[config.mk]
export PLATFORM = sky130hd
export DESIGN_NAME = ieh_top
export DESIGN_NICKNAME = d
export VERILOG_FILES = /design/src/ieh_pkg.sv /design/src/ieh_top.sv /design/src/ieh_src_gate.sv
export SDC_FILE = /design/constraint.sdc
export NUM_CORES = 1
export LEC_CHECK = 0
export BUFFER_PORTS_ARGS = -buffer_cell sky130_fd_sc_hd__buf_2
export CELL_PAD_IN_SITES_DETAIL_PLACEMENT = 1
export CELL_PAD_IN_SITES_GLOBAL_PLACEMENT = 2
export CORE_ASPECT_RATIO = 0.6
export CORE_MARGIN = 2
export CORE_UTILIZATION = 11
export DETAILED_ROUTE_END_ITERATION = 6
export PLACE_DENSITY_LB_ADDON = 0.1
export SLEW_MARGIN = 20
export SYNTH_ARGS = -nofsm -noshare
export SYNTH_HDL_FRONTEND = slang
export SYNTH_HIERARCHICAL = 1
export SYNTH_SLANG_ARGS = --single-unit
[constraint.sdc]
create_clock -name clk_i -period 1.75 [get_ports clk_i]
set_clock_uncertainty 0.15 [all_clocks]
set_input_delay 0 -clock clk_i [delete_from_list [all_inputs] [get_ports clk_i]]
set_output_delay 0 -clock clk_i [all_outputs]
set_load 0.05 [all_outputs]
[src/ieh_pkg.sv]
// Package for the interrupt enable hierarchy: group indices, widths, types.
// Assumes a single core clock and a synchronous active-low reset.
package ieh_pkg;

  localparam int GRP_N = 3;
  localparam int GRP0 = 0;
  localparam int GRP1 = 1;
  localparam int GRP2 = 2;

  // Group 1 source id bit positions
  localparam int G1_P6_W = 7;
  localparam int ID1_SUPPLY = 7;
  localparam int ID1_I2C_HOST = 8;
  localparam int ID1_SPI_TGT = 9;
  localparam int ID1_W = 10;
  localparam int ID2_W = 1;

  // Source counts for all three groups
  localparam int G0_PORT_W = 24;
  localparam int I2CH_W = 8;
  localparam int SPIT_W = 3;
  localparam int SPIT_DONE = 0;
  localparam int SPIT_WCOL = 1;
  localparam int SPIT_OVR = 2;
  localparam int I2CT_W = 10;

  localparam logic GLOBAL_RST = 1'h0;
  localparam logic [GRP_N-1:0] MASK_RST = 3'h0;

  typedef enum logic {IEH_IDLE, IEH_BUSY} ieh_state_t;

  // Pending/enable pair per group
  typedef struct packed {
    logic [G0_PORT_W-1:0] port_flag;
    logic [G0_PORT_W-1:0] port_en;
    logic timer_wrap_flag;
    logic timer_wrap_irq_on;
  } ieh_grp0_t;

  typedef struct packed {
    logic [G1_P6_W-1:0] p6_flag;
    logic [G1_P6_W-1:0] p6_en;
    logic supply_flag;
    logic supply_en;
    logic [I2CH_W-1:0] i2ch_flag;
    logic [I2CH_W-1:0] i2ch_en;
    logic [SPIT_W-1:0] spit_flag;
    logic spi_target_irq_on;
  } ieh_grp1_t;

  typedef struct packed {
    logic [I2CT_W-1:0] i2ct_flag;
    logic [I2CT_W-1:0] i2ct_en;
  } ieh_grp2_t;

endpackage

[src/ieh_top.sv]
// Interrupt enable hierarchy: local, module and global gating, group id.
// Assumes source flags are kept by peripherals and cleared by software.
`timescale 1ns/1ps
`default_nettype none
module ieh_top
  import ieh_pkg::*;
(
  input wire logic clk_i,
  input wire logic rst_n_i,
  input wire ieh_grp0_t grp0_i,
  input wire ieh_grp1_t grp1_i,
  input wire ieh_grp2_t grp2_i,
  input wire logic global_irq_on_wr_i,
  input wire logic global_irq_on_i,
  input wire logic module_mask_wr_i,
  input wire logic [GRP_N-1:0] module_mask_i,
  input wire logic irq_ack_i,
  input wire logic irq_return_i,
  output logic irq_req_o,
  output logic irq_take_o,
  output logic global_irq_on_o,
  output logic [GRP_N-1:0] module_mask_reg_o,
  output logic [GRP_N-1:0] pending_group_reg_o,
  output logic [ID1_W-1:0] group1_source_id_o,
  output logic [ID2_W-1:0] group2_source_id_o,
  output logic in_service_o
);

  typedef struct packed {
    logic global_irq_on;
    logic [GRP_N-1:0] mask;
    logic [GRP_N-1:0] pending;
    logic [ID1_W-1:0] id1;
    logic [ID2_W-1:0] id2;
    ieh_state_t state;
  } ieh_regs_t;

  ieh_regs_t r_ff;
  ieh_regs_t nxt_r;

  // Per-source gating results
  logic [G1_P6_W-1:0] p6_pend;
  logic supply_pend;
  logic i2ch_pend;
  logic [SPIT_W-1:0] spit_en;
  logic spit_pend;
  logic i2ct_pend;
  logic g0_port_pend;
  logic g0_timer_pend;

  // Per-group results
  logic g0_pend;
  logic g1_pend;
  logic g2_pend;
  logic [GRP_N-1:0] grp_pend;
  logic [ID1_W-1:0] id1_next;
  logic [ID2_W-1:0] id2_next;

  // Register-side and core-side control
  logic nxt_global;
  logic [GRP_N-1:0] nxt_mask;
  ieh_state_t nxt_state;
  logic [GRP_N-1:0] open_grp;
  logic req;
  logic ack_ok;
  logic ret_ok;

  // Flags arrive raw from peripherals: they set regardless of enables
  ieh_src_gate #(.W(G0_PORT_W)) u_g0 (
    .flag_i(grp0_i.port_flag),
    .en_i(grp0_i.port_en),
    .pending_o(g0_port_pend)
  );
  ieh_src_gate #(.W(I2CH_W)) u_i2ch (
    .flag_i(grp1_i.i2ch_flag),
    .en_i(grp1_i.i2ch_en),
    .pending_o(i2ch_pend)
  );
  ieh_src_gate #(.W(SPIT_W)) u_spit (
    .flag_i(grp1_i.spit_flag),
    .en_i(spit_en),
    .pending_o(spit_pend)
  );
  ieh_src_gate #(.W(I2CT_W)) u_i2ct (
    .flag_i(grp2_i.i2ct_flag),
    .en_i(grp2_i.i2ct_en),
    .pending_o(i2ct_pend)
  );

  // One SPI target enable gates all three of its flags
  assign spit_en = {SPIT_W{grp1_i.spi_target_irq_on}};

  // Group 0: ports 0-2 and timer 1, no source id register
  always_comb begin
    // Timer wrap has its own local enable
    g0_timer_pend = grp0_i.timer_wrap_flag & grp0_i.timer_wrap_irq_on;
    g0_pend = g0_port_pend | g0_timer_pend;
  end

  // Group 1: port 6, supply monitor, I2C host, SPI target
  always_comb begin
    p6_pend = grp1_i.p6_flag & grp1_i.p6_en;
    supply_pend = grp1_i.supply_flag & grp1_i.supply_en;
    g1_pend = (|p6_pend) | supply_pend | i2ch_pend | spit_pend;
  end

  // Group 2: I2C target sources only
  always_comb begin
    g2_pend = i2ct_pend;
  end

  // Pending bits use local enables only; masks apply to the request
  always_comb begin
    grp_pend = '0;
    grp_pend[GRP0] = g0_pend;
    grp_pend[GRP1] = g1_pend;
    grp_pend[GRP2] = g2_pend;
  end

  // Source ids tell the handler which member of a group asked
  always_comb begin
    id1_next = '0;
    id1_next[G1_P6_W-1:0] = p6_pend;
    id1_next[ID1_SUPPLY] = supply_pend;
    id1_next[ID1_I2C_HOST] = i2ch_pend;
    id1_next[ID1_SPI_TGT] = spit_pend;
    id2_next = ID2_W'(g2_pend);
  end

  // Local enables stay with peripherals; only masks and global are here
  always_comb begin
    nxt_global = r_ff.global_irq_on;
    nxt_mask = r_ff.mask;
    if (global_irq_on_wr_i) begin
      nxt_global = global_irq_on_i;
    end
    if (module_mask_wr_i) begin
      // One write opens or closes several groups at once
      nxt_mask = module_mask_i;
    end
  end

  // Global and module levels stacked over the local ones
  always_comb begin
    open_grp = r_ff.mask & {GRP_N{r_ff.global_irq_on}};
    // A flag left set keeps this high after return, so it repeats
    req = |(r_ff.pending & open_grp);
    // An ack without a request is ignored
    ack_ok = req && irq_ack_i;
    // Return only matters while busy
    ret_ok = irq_return_i;
  end

  // Only one interrupt in service; requests wait for return
  always_comb begin
    nxt_state = r_ff.state;
    case (r_ff.state)
      IEH_IDLE: begin
        if (ack_ok) begin
          nxt_state = IEH_BUSY;
        end
      end
      IEH_BUSY: begin
        if (ret_ok) begin
          nxt_state = IEH_IDLE;
        end
      end
      default: begin
        nxt_state = IEH_IDLE;
      end
    endcase
  end

  // Register update; reset wins over any write in the same cycle
  always_comb begin
    nxt_r = r_ff;
    nxt_r.global_irq_on = nxt_global;
    nxt_r.mask = nxt_mask;
    nxt_r.pending = grp_pend;
    nxt_r.id1 = id1_next;
    nxt_r.id2 = id2_next;
    nxt_r.state = nxt_state;
    if (!rst_n_i) begin
      // Ids and pending restart empty; flags are held outside
      nxt_r = '0;
      nxt_r.global_irq_on = GLOBAL_RST;
      nxt_r.mask = MASK_RST;
      nxt_r.state = IEH_IDLE;
    end
  end

  // Single register stage for the whole block state
  always_ff @(posedge clk_i) begin
    r_ff <= nxt_r;
  end

  // Combinational on purpose: handshake toward the core
  assign irq_req_o = req && (r_ff.state == IEH_IDLE);
  assign irq_take_o = irq_req_o && irq_ack_i;

  // Register views for software
  assign global_irq_on_o = r_ff.global_irq_on;
  assign module_mask_reg_o = r_ff.mask;
  assign pending_group_reg_o = r_ff.pending;
  assign group1_source_id_o = r_ff.id1;
  assign group2_source_id_o = r_ff.id2;
  assign in_service_o = (r_ff.state == IEH_BUSY);

endmodule
`default_nettype wire

[src/ieh_src_gate.sv]
// Local gating of one group of flag/enable pairs into one pending bit.
// Assumes flags and enables come from logic on the core clock.
`timescale 1ns/1ps
`default_nettype none
module ieh_src_gate #(
  parameter int W = 8
) (
  input wire logic [W-1:0] flag_i,
  input wire logic [W-1:0] en_i,
  output logic pending_o
);
  // Flag counts only with its own local enable
  assign pending_o = |(flag_i & en_i);
endmodule
`default_nettype wire

==> reports/metrics.yaml <==
logic_synthesis:
  synth_top_family_by_area: "compound AO/OA/AOI/OAI gates"
  synth-simple-area-share_pct: 18.9
  synth_compound_area_share_pct: 29.9
  syn_area_sq_um: 820
  post-synth-top-count-cell: "a22oi_1"
  synth_edf_count: 0
  syn_nets: 197
  synth_mux_area_share_pct: 4.89
  async_flop_share_pct: 0
  synthCells: 81
  syn_area_per_cell_sq_um: 10.1
  synth_top_area_share_pct: 44.0
  synth.area.top_cells: "dfxtp_1 (44%), a22oi_1 (18%), and3_1 (6.1%)"
  yosysUniqueCellTypes: 23
  synth_common_cells: "a22oi_1 (20), dfxtp_1 (18), and3_1 (8)"
  ys_ff_latch: 18
  yosysSeqAreaShare_pct: 44.0
  yosysTopAreaCell: "dfxtp_1"
  synth_fa_ha_area_share_pct: 0
  yosys_most_used_dff: "dfxtp_1"
  yosysWarningCount: 6
  synth_xor_area_share_pct: 0
setup_path:
  critPathBufInv: 4
  crit_required_ns: 1.74
  cp_cell_sequence: "dlygate4sd3_1, buf_2, a222oi_1, inv_1, dlygate4sd3_1, and2_1"
  cp_top_family: "buffers and inverters"
  critical_path.startpoint: "grp1_i[2]"
  crit_path_end_kind: "register"
  cp.arrival_ns: 1.65
  cpMostUsedCell: "dlygate4sd3_1"
  max_stage_delay_ns: 0.56
  crit_type: "in2reg"
  path_max_fanout: 2
  crit_path_top_delay_cell: "dlygate4sd3_1"
  worstReg2RegStart: "pending_group_reg_o[0]"
  cp-start-kind: "input pin"
cells_and_area:
  fin_nets: 369
  antenna_cells: 0
  final_area_sq_mm: 0.00206
  areaGrowthSynthToFinish_pct: 151
  drive_gt1_share_pct: 60.7
  fin_cells: 356
sta:
  slew-limit-headroom_pct: 68.3
  slew_violations: 0
  hold_viol_final: 2
  holdWs_ns: -0.0175
  setup_viol: 0
  post-route-period-util_pct: 94.7
  setup_slack_ns: 0.0927
  tightest_slew_ns: 0.476
  fmax_mhz: 603
  period_needed_ns: 1.66
outcome:
  status: "finished, violations left"
  violations: "hold timing"
power_and_ir_drop:
  pwr_density_cell_mw_per_mm2: 621
  p_total_mw: 1.28
  p_leak_nw: 1.08
  ir_drop_mv: 0.410
floorplanning:
  fp.dieH_um: 70.9
  die_area_sq_mm: 0.00818
  core_sq_mm: 0.00724
  io_pins: 137
  start_util_pct: 11.3
  die_x_um: 115
  rows: 24
clock_network:
  path_clk_slew_ns: 0.05
  cts_buffers: 3
  cts_max_path_buffers: 2
  worstSkewPairLatency_ns: 0.25
  cts_max_level: 1
  root_buffer: "clkbuf_16"
  cts.sink_count: 18
  cts_tree: "yes"
placed_design:
  gp_congestion: 0.720
  io_buffers: 136
  place_area_sq_mm: 0.00166
  dpl.hpwl_um: 3660
  dp.cells: 320
  place_ws_ns: 0.391
flow_run:
  cap_violations: 0
route:
  first_iter_violations: 31
  vias: 1337
  route.detailed.drc: 0
  wl_per_cell_um: 12.1
  vias_per_cell: 3.76
  drt-total-wl_um: 4310
  dr.pass1.iters: 4
  antenna_left: 0
global_route:
  grt_pass1_wl_um: 7050
  grtUsageTotal_pct: 10.8
  antenna_found_initial: 0
  grt_max_degree: 14
  grt_pass1_vias: 1493
  grt_remaining_overflow: 0
min_path:
  hp-start: "grp2_i[12]"
  hold_class: "in2reg"
==> state kept, by name, summed over array words and instances, names as in the netlist <==
name / flops
in_service_o: 1
pending_group_reg_o: 3
global_irq_on_o: 1
module_mask_reg_o: 3
group1_source_id_o: 10
==> what timing repair did <==
action	4_1_cts	5_1_grt
gates resized for setup	0	0
setup endpoints to repair	0	1
buffers inserted	0	1
endpoints found under the hold margin	16	0
hold buffers	31	0
==> placed cells by master (no fill, tap or decap), drive strengths merged, types with 2 or more instances in the layout <==
master / n
a222oi: 3
and2: 3
and3: 8
mux2i: 4
nand4: 5
buf: 138
nor2: 5
a22oi: 21
dfxtp: 18
inv: 2
clkbuf: 3
dlygate4sd3: 31
==> final timing paths <==
check                                              end  slack, ns  cells past startpoint
worst max-delay path             group1_source_id_o[9]       0.09                      6
worst min register to register            in_service_o       0.54                      2
worst min-delay path            pending_group_reg_o[2]      -0.02                      4
worst max register to register            in_service_o       0.37                      4
==> metrics by stage <==
step                      util, %  TNS (ns)
after global placement       23.0         0
after global routing         28.5  -0.00232
after detailed placement     23.0         0
final                        28.5         0
after CTS                    28.4         0
after floorplan                 -         0
==> tightest hold or removal path, cell delays in order <==
cell and delay [ns]:
buf_2 0.08, a22oi_1 0.06, nand4_1 0.07, and2_1 0.14
==> cell families (layout without fill, tap and decap cells) <==
logic type             after synthesis  after routing
DFF                                 18             18
and+or+nand+nor                     25             25
AOI/OAI and AO/OA                   30             30
muxes                                4              4
buffers and inverters                4            175
==> routing by layer <==
layer | vias up | GRT usage, % | part of all wire, %
met5 | - | 0 | 0
met2 | 50 | 18.2 | 47
met3 | 2 | 2.83 | 6.0
li1 | 675 | - | -
met1 | 610 | 14.5 | 47
met4 | 0 | 1.20 | 0.51
==> power by group <==
group          switching, mW  total (mW)  internal [mW]
logic                  0.182       0.381          0.199
registers             0.0101       0.438          0.428
clock network          0.157       0.460          0.304
total                  0.349        1.28          0.930
==> cell type report <==
class	instances	area, sq um
timing repair buffer	169	1010
multi-input combinational	59	454
clock buffer	3	75.1
inverter	2	7.51
clock inverter	1	3.75
sequential	18	384
tap	104	130
fill	883	5180
No activity file was read; power rests on OpenSTA's default activity.
